## src/design/pho_defines.svh

```systemverilog
`ifndef PHO_DEFINES_SVH
`define PHO_DEFINES_SVH

// Register offsets
`define PHO_OFF_LDCAL   8'h18
`define PHO_OFF_LDSEL   8'h1a
`define PHO_OFF_RMON    8'h1b
`define PHO_OFF_REFIN   8'h1c
`define PHO_OFF_HOLD    8'h1d
`define PHO_OFF_STAT    8'h1f

// Field positions
`define PHO_LD_DIS      3
`define PHO_LD_CNT_LO   5
`define PHO_LDSEL_THR   6
`define PHO_REFIN_BUF1  1
`define PHO_REFIN_BUF2  2
`define PHO_REFIN_SE    3
`define PHO_REFIN_SEL   4
`define PHO_REFIN_EXT   5
`define PHO_HOLD_EN0    0
`define PHO_HOLD_EXT    1
`define PHO_HOLD_EN2    2
`define PHO_HOLD_CMP    3

// Field codes and reset value
`define PHO_LDSEL_CSRC  6'h04
`define PHO_RMON_REF1N  8'hf7
`define PHO_RST_REG     8'h00

// Lock detect counts for codes 00b..11b
`define PHO_LD_CYC0     5
`define PHO_LD_CYC1     16
`define PHO_LD_CYC2     64
`define PHO_LD_CYC3     255

// Frequency monitor timing
`define PHO_CLK_NS      10
`define PHO_MON_WIN_NS  1000
`define PHO_MON_WIN_CYC (`PHO_MON_WIN_NS / `PHO_CLK_NS)
`define PHO_MON_THR_NRM 8
`define PHO_MON_THR_EXT 2

`endif

```

## src/design/pho_pkg.sv

```systemverilog
package pho_pkg;

    typedef enum logic [2:0]
    {
        PHO_RUN   = 3'b001,
        PHO_HOLD  = 3'b010,
        PHO_REARM = 3'b100
    } pho_hold_state_t;

endpackage

```

## src/design/pho_holdover.sv

```systemverilog
`timescale 1ns/100ps
`include "pho_defines.svh"

module pho_holdover
    import pho_pkg::*;
#(
    parameter int MON_WIN_CYC = `PHO_MON_WIN_CYC,
    parameter int MON_THR_NRM = `PHO_MON_THR_NRM,
    parameter int MON_THR_EXT = `PHO_MON_THR_EXT
)
(
    // Clock and reset
    input  wire logic       core_clk_i,
    input  wire logic       reset_n_i,
    // Register port
    input  wire logic [7:0] reg_addr_i,
    input  wire logic [7:0] reg_wdata_i,
    input  wire logic       reg_wr_i,
    input  wire logic       reg_rd_i,
    output logic      [7:0] reg_rdata_o,
    // Loop events and pins
    input  wire logic       sync_n_i,
    input  wire logic       first_reference_edge_i,
    input  wire logic       second_reference_edge_i,
    input  wire logic       pfd_cycle_i,
    input  wire logic       pfd_in_lock_win_i,
    input  wire logic       pfd_over_unlock_win_i,
    input  wire logic       lock_pin_high_i,
    input  wire logic       vco_tick_i,
    input  wire logic       ext_clk_tick_i,
    input  wire logic       vco_cal_done_i,
    // Loop controls
    output logic            charge_pump_hiz_o,
    output logic            b_counter_reset_o,
    output logic            digital_lock_detect_o,
    output logic            selected_ref_o,
    // Pin drives
    output logic            lock_pin_level_o,
    output logic            lock_pin_source_o,
    output logic            lock_pin_discharge_o,
    output logic            reference_monitor_pin_o,
    output logic            first_reference_buf_en_o,
    output logic            second_reference_buf_en_o
);

    ////////////////////////////////////////////////////////////////////////
    logic [7:0]      lock_detect_and_cal_control;
    logic [7:0]      lock_pin_output_select;
    logic [7:0]      reference_monitor_pin_control;
    logic [7:0]      reference_input_control;
    logic [7:0]      holdover_control;
    logic [7:0]      pll_readback_status;
    logic [7:0]      lock_cnt;
    logic [7:0]      lock_need;
    logic            hold_en;
    logic            manual;
    logic            cmp_en;
    logic            lock_sensed;
    logic            csrc_mode;
    logic            ref_edge;
    logic            sel_prev;
    logic            ref_switch;
    logic            sync_prev;
    logic            sync_fall;
    logic            leave_hold;
    logic [2:0]      mon_tick;
    logic [2:0]      mon_low;
    logic [15:0]     win_cnt;
    logic            win_end;
    logic [7:0]      mon_thr;
    pho_hold_state_t state;
    pho_hold_state_t next_state;

    ////////////////////////////////////////////////////////////////////////
    // Register writes
    always_ff @(posedge core_clk_i)
    begin
        if (!reset_n_i)
        begin
            lock_detect_and_cal_control   <= `PHO_RST_REG;
            lock_pin_output_select        <= `PHO_RST_REG;
            reference_monitor_pin_control <= `PHO_RST_REG;
            reference_input_control       <= `PHO_RST_REG;
            holdover_control              <= `PHO_RST_REG;
        end
        else if (reg_wr_i)
        begin
            if (reg_addr_i == `PHO_OFF_LDCAL)
                lock_detect_and_cal_control <= reg_wdata_i;
            else if (reg_addr_i == `PHO_OFF_LDSEL)
                lock_pin_output_select <= reg_wdata_i;
            else if (reg_addr_i == `PHO_OFF_RMON)
                reference_monitor_pin_control <= reg_wdata_i;
            else if (reg_addr_i == `PHO_OFF_REFIN)
                reference_input_control <= reg_wdata_i;
            else if (reg_addr_i == `PHO_OFF_HOLD)
                holdover_control <= reg_wdata_i;
        end
    end

    // Readback: lock, monitors, holdover state, calibration done
    always_comb
    begin
        pll_readback_status      = 8'h00;
        pll_readback_status[0]   = digital_lock_detect_o;
        pll_readback_status[3:1] = mon_low;
        pll_readback_status[4]   = charge_pump_hiz_o;
        pll_readback_status[6]   = vco_cal_done_i;
    end

    // Read data stands only in the cycle after the strobe
    always_ff @(posedge core_clk_i)
    begin
        if (!reset_n_i || !reg_rd_i)
            reg_rdata_o <= 8'h00;
        else if (reg_addr_i == `PHO_OFF_LDCAL)
            reg_rdata_o <= lock_detect_and_cal_control;
        else if (reg_addr_i == `PHO_OFF_LDSEL)
            reg_rdata_o <= lock_pin_output_select;
        else if (reg_addr_i == `PHO_OFF_RMON)
            reg_rdata_o <= reference_monitor_pin_control;
        else if (reg_addr_i == `PHO_OFF_REFIN)
            reg_rdata_o <= reference_input_control;
        else if (reg_addr_i == `PHO_OFF_HOLD)
            reg_rdata_o <= holdover_control;
        else if (reg_addr_i == `PHO_OFF_STAT)
            reg_rdata_o <= pll_readback_status;
        else
            reg_rdata_o <= 8'h00;
    end

    ////////////////////////////////////////////////////////////////////////
    // Reference selection and buffers
    assign ref_edge   = selected_ref_o ? second_reference_edge_i : first_reference_edge_i;
    assign ref_switch = sel_prev != selected_ref_o;

    always_ff @(posedge core_clk_i)
    begin
        if (!reset_n_i)
        begin
            selected_ref_o <= 1'b0;
            sel_prev       <= 1'b0;
            first_reference_buf_en_o  <= 1'b0;
            second_reference_buf_en_o  <= 1'b0;
        end
        else
        begin
            selected_ref_o <= reference_input_control[`PHO_REFIN_SEL];
            sel_prev       <= selected_ref_o;
            first_reference_buf_en_o  <= reference_input_control[`PHO_REFIN_BUF1];
            second_reference_buf_en_o  <= reference_input_control[`PHO_REFIN_BUF2];
        end
    end

    ////////////////////////////////////////////////////////////////////////
    // Digital lock detect
    always_comb
    begin
        case (lock_detect_and_cal_control[`PHO_LD_CNT_LO +: 2])
            2'b00:   lock_need = 8'(`PHO_LD_CYC0);
            2'b01:   lock_need = 8'(`PHO_LD_CYC1);
            2'b10:   lock_need = 8'(`PHO_LD_CYC2);
            default: lock_need = 8'(`PHO_LD_CYC3);
        endcase
    end

    // A switchover drops lock so holdover bridges the gap
    always_ff @(posedge core_clk_i)
    begin
        if (!reset_n_i || lock_detect_and_cal_control[`PHO_LD_DIS] || ref_switch)
        begin
            lock_cnt              <= 8'h00;
            digital_lock_detect_o <= 1'b0;
        end
        else if (pfd_cycle_i)
        begin
            if (pfd_over_unlock_win_i)
            begin
                lock_cnt              <= 8'h00;
                digital_lock_detect_o <= 1'b0;
            end
            else if (pfd_in_lock_win_i)
            begin
                if (lock_cnt + 8'h01 >= lock_need)
                    digital_lock_detect_o <= 1'b1;
                else
                    lock_cnt <= lock_cnt + 8'h01;
            end
            else
                lock_cnt <= 8'h00;
        end
    end

    // Lock indicator pin drive
    assign csrc_mode = lock_pin_output_select[5:0] == `PHO_LDSEL_CSRC;

    always_ff @(posedge core_clk_i)
    begin
        if (!reset_n_i)
        begin
            lock_pin_level_o     <= 1'b0;
            lock_pin_source_o    <= 1'b0;
            lock_pin_discharge_o <= 1'b0;
        end
        else
        begin
            lock_pin_level_o     <= !csrc_mode && digital_lock_detect_o;
            lock_pin_source_o    <= csrc_mode && digital_lock_detect_o;
            lock_pin_discharge_o <= csrc_mode && !digital_lock_detect_o;
        end
    end

    ////////////////////////////////////////////////////////////////////////
    // Holdover control
    assign hold_en     = holdover_control[`PHO_HOLD_EN0]
                         && holdover_control[`PHO_HOLD_EN2];
    assign manual      = holdover_control[`PHO_HOLD_EXT];
    assign cmp_en      = holdover_control[`PHO_HOLD_CMP];
    assign lock_sensed = cmp_en ? lock_pin_high_i : 1'b1;
    assign sync_fall   = sync_prev && !sync_n_i;
    // Level alone never enters, only the falling edge
    always_ff @(posedge core_clk_i)
    begin
        if (!reset_n_i)
            sync_prev <= 1'b1;
        else
            sync_prev <= sync_n_i;
    end

    always_comb
    begin
        next_state = state;
        leave_hold = 1'b0;
        case (state)
            PHO_RUN:
            begin
                if (hold_en && manual && sync_fall)
                    next_state = PHO_HOLD;
                else if (hold_en && !manual && !lock_sensed)
                    next_state = PHO_HOLD;
            end
            PHO_HOLD:
            begin
                if (!hold_en)
                    next_state = PHO_RUN;
                else if (ref_edge && (!manual || sync_n_i))
                begin
                    // No edge, no exit unless holdover is disabled: stays high impedance
                    leave_hold = 1'b1;
                    next_state = manual ? PHO_RUN : PHO_REARM;
                end
            end
            PHO_REARM:
            begin
                if (!hold_en || manual)
                    next_state = PHO_RUN;
                else if (digital_lock_detect_o && lock_sensed)
                    next_state = PHO_RUN;
            end
            default: next_state = PHO_RUN;
        endcase
    end

    always_ff @(posedge core_clk_i)
    begin
        if (!reset_n_i)
        begin
            state             <= PHO_RUN;
            charge_pump_hiz_o <= 1'b0;
            b_counter_reset_o <= 1'b0;
        end
        else
        begin
            state             <= next_state;
            charge_pump_hiz_o <= next_state == PHO_HOLD;
            b_counter_reset_o <= leave_hold;
        end
    end

    ////////////////////////////////////////////////////////////////////////
    // Frequency monitors over a shared window
    assign win_end = win_cnt == 16'(MON_WIN_CYC - 1);
    assign mon_thr = lock_pin_output_select[`PHO_LDSEL_THR]
                     ? 8'(MON_THR_EXT) : 8'(MON_THR_NRM);
    assign mon_tick[0] = first_reference_edge_i;
    assign mon_tick[1] = second_reference_edge_i;
    // External clock is watched when it feeds the N divider
    assign mon_tick[2] = reference_input_control[`PHO_REFIN_EXT]
                         ? ext_clk_tick_i : vco_tick_i;

    always_ff @(posedge core_clk_i)
    begin
        if (!reset_n_i || win_end)
            win_cnt <= 16'h0000;
        else
            win_cnt <= win_cnt + 16'h0001;
    end

    generate
        for (genvar i = 0; i < 3; i++)
        begin : g_mon
            logic [7:0] tick_cnt;
            logic       low_flag;
            always_ff @(posedge core_clk_i)
            begin
                if (!reset_n_i)
                begin
                    tick_cnt <= 8'h00;
                    low_flag <= 1'b0;
                end
                else if (win_end)
                begin
                    tick_cnt <= 8'h00;
                    low_flag <= tick_cnt < mon_thr;
                end
                else if (mon_tick[i] && tick_cnt != 8'hff)
                    tick_cnt <= tick_cnt + 8'h01;
            end
        end
    endgenerate

    // Second reference only monitored in single-ended mode
    assign mon_low[0] = g_mon[0].low_flag;
    assign mon_low[1] = g_mon[1].low_flag
                        && reference_input_control[`PHO_REFIN_SE];
    assign mon_low[2] = g_mon[2].low_flag;

    always_ff @(posedge core_clk_i)
    begin
        if (!reset_n_i)
            reference_monitor_pin_o <= 1'b0;
        else
            reference_monitor_pin_o <= (reference_monitor_pin_control == `PHO_RMON_REF1N)
                                       && mon_low[0];
    end

    // Independent count of consecutive in-window detector cycles
    logic [2:0] run_cnt;
    always_ff @(posedge core_clk_i)
    begin
        if (!reset_n_i || ref_switch || lock_detect_and_cal_control[`PHO_LD_DIS])
            run_cnt <= 3'h0;
        else if (pfd_cycle_i)
            run_cnt <= (pfd_in_lock_win_i && !pfd_over_unlock_win_i) ? run_cnt + 3'h1 : 3'h0;
    end
endmodule

```

## config.mk

```make
export PLATFORM = sky130hd
export DESIGN_NAME = pho_holdover
export DESIGN_NICKNAME = d
export VERILOG_FILES = /design/src/design/pho_pkg.sv /design/src/design/pho_holdover.sv
export VERILOG_INCLUDE_DIRS = /design/src /design/src/design
export SDC_FILE = /design/constraint.sdc
export NUM_CORES = 1
export LEC_CHECK = 0
export BUFFER_PORTS_ARGS = -buffer_cell sky130_fd_sc_hd__buf_4
export CORE_MARGIN = 3
export CORE_UTILIZATION = 43
export DETAILED_ROUTE_END_ITERATION = 6
export SLEW_MARGIN = 10
export SYNTH_ARGS = -nofsm -noshare
export SYNTH_HDL_FRONTEND = slang
export SYNTH_SLANG_ARGS = --single-unit
```

## constraint.sdc

```tcl
create_clock -name core_clk_i -period 3.2 [get_ports core_clk_i]
set_input_delay 0.16 -clock core_clk_i [delete_from_list [all_inputs] [get_ports core_clk_i]]
set_output_delay 0.16 -clock core_clk_i [all_outputs]
set_load 0.03 [all_outputs]
```

* After elaboration in Yosys (flattened, before gate mapping)
Index checks and enable logic that the tools add are counted.
** Storage, ports and cells
- Word-level logic and storage cells :: 129
- Input port bits :: 30
- Output and inout bits :: 18
- Register bits after elaboration :: 114
** Cells by class
- Muxes and demuxes :: 26
- Bitwise gates (word level) :: 5
- Reduce and logical (&&, ||, !) cells :: 42
- $lt $le $gt $ge :: 4
- Add/subtract/negate cells :: 5
- Equality and inequality tests :: 20
** Operators by type and width (count)
- 8-bit 2-to-1 mux :: 8
- 8-bit by 5-bit == test with 1-bit output, second input constant :: 6
- 8-bit by 1-bit adder with 8-bit output, second input constant :: 4
- 8-bit by 4-bit less-than comparator with 1-bit output :: 3
- 8-bit inequality test, second input constant :: 3
- 8-bit case mux with 3 select lines :: 1
- 3-bit 2-to-1 mux :: 7
- 16-bit by 1-bit adder with 16-bit output, second input constant :: 1
- 16-bit by 7-bit == test with 1-bit output, second input constant :: 1
- 1-bit logical AND :: 16
- 3-bit case mux with 3 select lines :: 1
- 3-bit AND reduction :: 3
- 8-bit == test, second input constant :: 1
- 8-bit greater-or-equal comparator :: 1
- 1-bit zero test :: 8
- 1-bit 2-to-1 mux :: 7
- 7-bit 2-to-1 mux :: 1
- 3-bit by 2-bit == test with 1-bit output, second input constant :: 2
- 6-bit by 3-bit == test with 1-bit output, second input constant :: 1
- 1-bit logical OR :: 6
- 6-bit AND reduction :: 1
- 1-bit NOT :: 5
- 5-bit AND reduction :: 1
- 4-bit 2-to-1 mux :: 1
- 11 further kinds :: 13

* Longest topological paths before layout
- Depth in word-level cells :: 7
- Mapped depth :: 11
- Depth with buffers taken out :: 11

* Least setup slack after synthesis
Ideal clock, no wire load.
- Path type :: register to register
- Start :: register lock_cnt[0]
- End :: register lock_cnt[2]
- Stages on the path, launching flop included :: 12
- Arrival time :: 2.507 ns
- Setup slack :: 0.606 ns
- Period minus slack after synthesis :: 2.594 ns
- Path buffers :: 0
- Setup time :: 0.087 ns
- Data required time :: 3.113 ns
- Cell sequence :: dfxtp_1 > ha_1 > nand3_1 > inv_1 > and3_1 > xor2_1 > ha_1 > a21o_1 > a21oi_1 > nand2_1 > or3_4 > o31ai_1
** On the way
- Longest elaborated chain between the ends :: 4
- Elaborated cells on any way between the ends :: 7
- Those cells by class :: add/sub: 1; order compare: 1; eq/ne: 1; mux: 3; reduce/logical: 1
** RTL lines
- start, declared :: line pho_holdover.sv:53 : logic [7:0] lock_cnt;
- start signal, assigned :: line pho_holdover.sv:187 : lock_cnt <= lock_cnt + 8'h01;
- 8-bit by 1-bit adder with 8-bit output (*) :: line pho_holdover.sv:184, pho_holdover.sv:187
- 8-bit greater-or-equal comparator or 8-bit 2-to-1 mux (tied branches) :: line pho_holdover.sv:184 : if (lock_cnt + 8'h01 >= lock_need)
- 3-bit inequality test (no source line) or 8-bit 2-to-1 mux (tied branches)
- 2-bit AND reduction (no source line) or 8-bit 2-to-1 mux (tied branches)
Every way passes the cells marked *; elsewhere a longest branch is shown, timed or not. The select of a mux whose other input is x is not followed.
A chain may end at the register's enable or synchronous reset.

* Final worst setup path
- Start :: register lock_cnt[0]
- End :: register digital_lock_detect_o
** On the way
- Longest elaborated chain between the ends :: 4
** RTL lines
- 8-bit by 1-bit adder with 8-bit output :: line pho_holdover.sv:184
- 8-bit greater-or-equal comparator :: line pho_holdover.sv:184
- 2-bit nonzero test (no source line)
- 3-bit AND reduction (no source line)
- end signal, assigned :: line pho_holdover.sv:173 : digital_lock_detect_o <= 1'b0;
- end signal, assigned :: line pho_holdover.sv:180 : digital_lock_detect_o <= 1'b0;
- end signal, assigned :: line pho_holdover.sv:185 : digital_lock_detect_o <= 1'b1;
- end, declared :: line pho_holdover.sv:35 : output logic digital_lock_detect_o,
No other way between the ends.

==> qor.csv <==
metric;value;unit
Max Fclk;332;MHz
Avg Inst Size Synth;8.46;um^2
R2R Setup Slk;0.19;ns
clock slew at reported path FFs;0.05;ns
Post-CTS Setup Inserts;0;
sw frac;20.4;%
Initial Util;45.2;%
Logic pwr share;4.7;%
root buf cell;clkbuf_16;
Mapped Cells;626;
vias per inst;5.66;
I/O pin total;48;
sequential area share after synthesis;43.1;%
drt wl/cell;16.2;um
Crit Path Max Fanout;6;
Non-Filler Instances;829;
Core Util, Final;55.4;%
Net Sw Power;762;uW
vias in the first global route;4355;
maxcap violations;0;
critical path, cell by cell;ha_2 -> nand3_2 -> inv_1 -> and3_1 -> xor2_2 -> ha_1 -> a21o_1 -> a21oi_4 -> o31ai_1 -> a31oi_1 -> a211oi_1 -> dlygate4sd3_1;
fin crit period;3.01;ns
clk buf depth;2;
outcome;finished clean;
Syn Nets;675;
Post-synth ARST share;0;%
worst setup path start;lock_cnt[0]$_SDFFE_PP0P_;
routed vias;4692;
Setup Viol. Count Final;0;
Num CTS Buffers;17;
CTS Sinks;114;
Die Area;0.0137;mm^2
worst setup path endpoint;digital_lock_detect_o$_SDFFE_PP0P_;
yosys warns;0;
DRC;0;
synthesized flop and latch total;114;
clk_lat worst skew;0.41;ns
CP Depth;12;
Layout area overhead;22.5;%
Crit path largest cell delay;0.57;ns
final hold viol count;0;
routability cong.;0.865;
Post-Syn Area;0.00530;mm^2
Placed Instances;794;
antenna cells;0;
Port Buf Inserts;47;
Distinct cells, synth;58;
Final ANT Viol Nets;0;
worst-case vdd ir drop;0.000414;V
CTS tree;built;
RR Startpoint;lock_cnt[0]$_SDFFE_PP0P_;
H-tree depth;4;
dpl hpwl;9240;um
CP endpoint kind;flip-flop;
initial antenna violation count;0;
largest net degree at the start of global routing;45;
layout cell share with drive strength beyond 1;14.0;%
Worst EP arrival;3.30;ns
worst reg-to-reg path cell count;12;
Top Family by Delay on Critical Path;compound AO/OA/AOI/OAI gates;
Overflow after GRT;0;
Leakage;0.00251;uW
Post-layout nets;722;
CP max-delay cell;dlygate4sd3_1;
clock share of power;56.5;%
RSZ-0062 raised after global routing;no;
Chip Height;117;um
Tightest Pin Transition;0.717;ns
Most used DFF post-synth;dfxtp_1;
sequential cell area;0.00228;mm^2
total power;3740;uW
Multi-input gate area;0.00288;mm^2
Total Wirelength;13500;um
EDFF count, synth;0;
Die W;117;um
Setup crit start kind;flip-flop;
DRT iter0 DRCs;373;
Cell Pwr Density;576;mW/mm^2
Slew Viols, Final;0;
Reg power frac;38.8;%
WP buf/inv;2;
fin crit share;94.1;%
FF-to-FF End;digital_lock_detect_o$_SDFFE_PP0P_;
first-pass GRT wire length;21900;um
WS Path Type;reg2reg;
Rows;39;
Hold/Removal Path Class;in2reg;
Slew headroom;51.0;%
Core ar.;0.0117;mm^2
fillers;1084;
Internal;2980;uW
Overall Global Routing Usage;20.7;%
TritonRoute pass-1 iters;5;
Min Hold Slack;0.0374;ns
WP data required;3.49;ns
setup TNS;0;ns
Worst Skew;0.00776;ns
logic make-up (layout without fill, tap and decap cells):
group | after synthesis | in the layout | share of synthesized area, %
xor gates and xnor gates | 36 | 36 | 5.95
AOI/OAI and AO/OA | 124 | 124 | 15.3
buffers and inverters | 42 | 102 | 3.12
DFF | 114 | 114 | 43.1
and+or+nand+nor | 278 | 278 | 25.6
muxes | 13 | 13 | 2.48
adders and majority gates | 19 | 19 | 4.49
cells in the mapped netlist (12+ instances only):
| cell type | number | share of area, % |
|---|---|---|
| a21oi_1 | 42 | 4.0 |
| clkbuf_1 | 16 | 1.1 |
| dfxtp_1 | 114 | 43 |
| ha_1 | 19 | 4.5 |
| inv_1 | 14 | 0.99 |
| mux2i_1 | 12 | 2.3 |
| nand2_1 | 71 | 5.0 |
| nand3_1 | 53 | 5.0 |
| nor2_1 | 68 | 4.8 |
| nor3_1 | 16 | 1.5 |
| o21ai_0 | 24 | 2.3 |
| xnor2_1 | 16 | 2.6 |
| xor2_1 | 20 | 3.3 |
power by group through the flow:
stage,Clock (uW),Sequential [uW],Combinational [uW]
after floorplan,0,1480,104
after global placement,0,1480,169
after detailed placement,0,1480,171
after CTS,2140,1450,175
after global routing,2220,1450,195
final,2110,1450,175
tightest hold or removal path: cells and delay by family:
| family | cells | cell delay (ns) |
|---|---|---|
| AO/OA/AOI/OAI | 1 | 0.07 |
| buffers and inverters | 1 | 0.12 |
| AND/OR/NAND/NOR | 1 | 0.06 |
through the flow:
step	worst slack, ns	instance area, um^2
6_report	0.189	6490
5_1_grt	0.0266	6490
4_1_cts	0.0111	6460
3_5_place_dp	0.263	5770
3_3_place_gp	0.384	5770
2_1_floorplan	0.606	5300
flip-flops by register name, summed over array words and instances (netlist names), 3 cells and up:
| signal | flops |
|---|---|
| reference_monitor_pin_control | 8 |
| g_mon.low_flag | 3 |
| lock_detect_and_cal_control | 8 |
| reg_rdata_o | 8 |
| g_mon.tick_cnt | 24 |
| lock_cnt | 8 |
| state | 3 |
| reference_input_control | 8 |
| win_cnt | 16 |
| lock_pin_output_select | 8 |
| holdover_control | 8 |
cell usage in the layout, fill, tap and decap left out, types with 4 or more instances in the layout:
cell type,netlist,routed
o31ai_1,5,5
o21ai_0,24,24
xor2_1,20,19
a311oi_1,5,5
nor2_1,68,68
nor4_1,4,4
and2_1,4,4
clkinv_2,0,4
buf_4,0,52
nand2_1,71,71
a31oi_1,6,6
nor2b_1,8,8
clkbuf_16,0,17
inv_1,14,14
nand4_1,11,11
a22o_1,5,5
xnor2_1,16,16
nor3_1,16,16
and3_1,11,11
nand3_1,53,52
and4_1,4,4
o22ai_1,5,5
a21oi_1,42,41
mux2i_1,12,12
or3_1,4,4
bufinv_16,0,6
nand2b_1,7,7
a211oi_1,6,6
ha_1,19,18
dfxtp_1,114,114
repair_timing:
item / in CTS / in global routing
endpoints found under the hold margin: 2 / 0
resized for setup: 0 / 5
endpoints found under the setup margin: 0 / 9
hold buffers: 3 / 0
worst min path at each step:
stage,cells after the start,slack (ns),to,startpoint
after floorplan,1,0.26,digital_lock_detect_o$_SDFFE_PP0P_,pfd_over_unlock_win_i
after global placement,2,0.36,digital_lock_detect_o$_SDFFE_PP0P_,pfd_over_unlock_win_i
after detailed placement,2,0.36,digital_lock_detect_o$_SDFFE_PP0P_,pfd_over_unlock_win_i
after CTS,3,0.03,holdover_control[7]$_SDFFE_PN0P_,reg_wdata_i[7]
after global routing,3,0.04,lock_detect_and_cal_control[4]$_SDFFE_PN0P_,reg_wdata_i[4]
final,3,0.04,holdover_control[7]$_SDFFE_PN0P_,reg_wdata_i[7]
per-layer routing:
layer	GRT usage, %	up-vias	wire length [um]
met5	0	-	0
met2	31.2	127	6020
met3	6.02	17	717
met4	7.87	0	259
li1	-	2332	-
met1	28.3	2216	6460
final cells by class:
class | count | share of cell area (%)
tap | 143 | 2.76
inverter | 14 | 0.810
multi-input combinational | 470 | 44.3
sequential | 114 | 35.2
clock buffer | 21 | 6.94
clock inverter | 11 | 3.20
timing repair buffer | 56 | 6.79
Power figures use the tool's default switching activity.
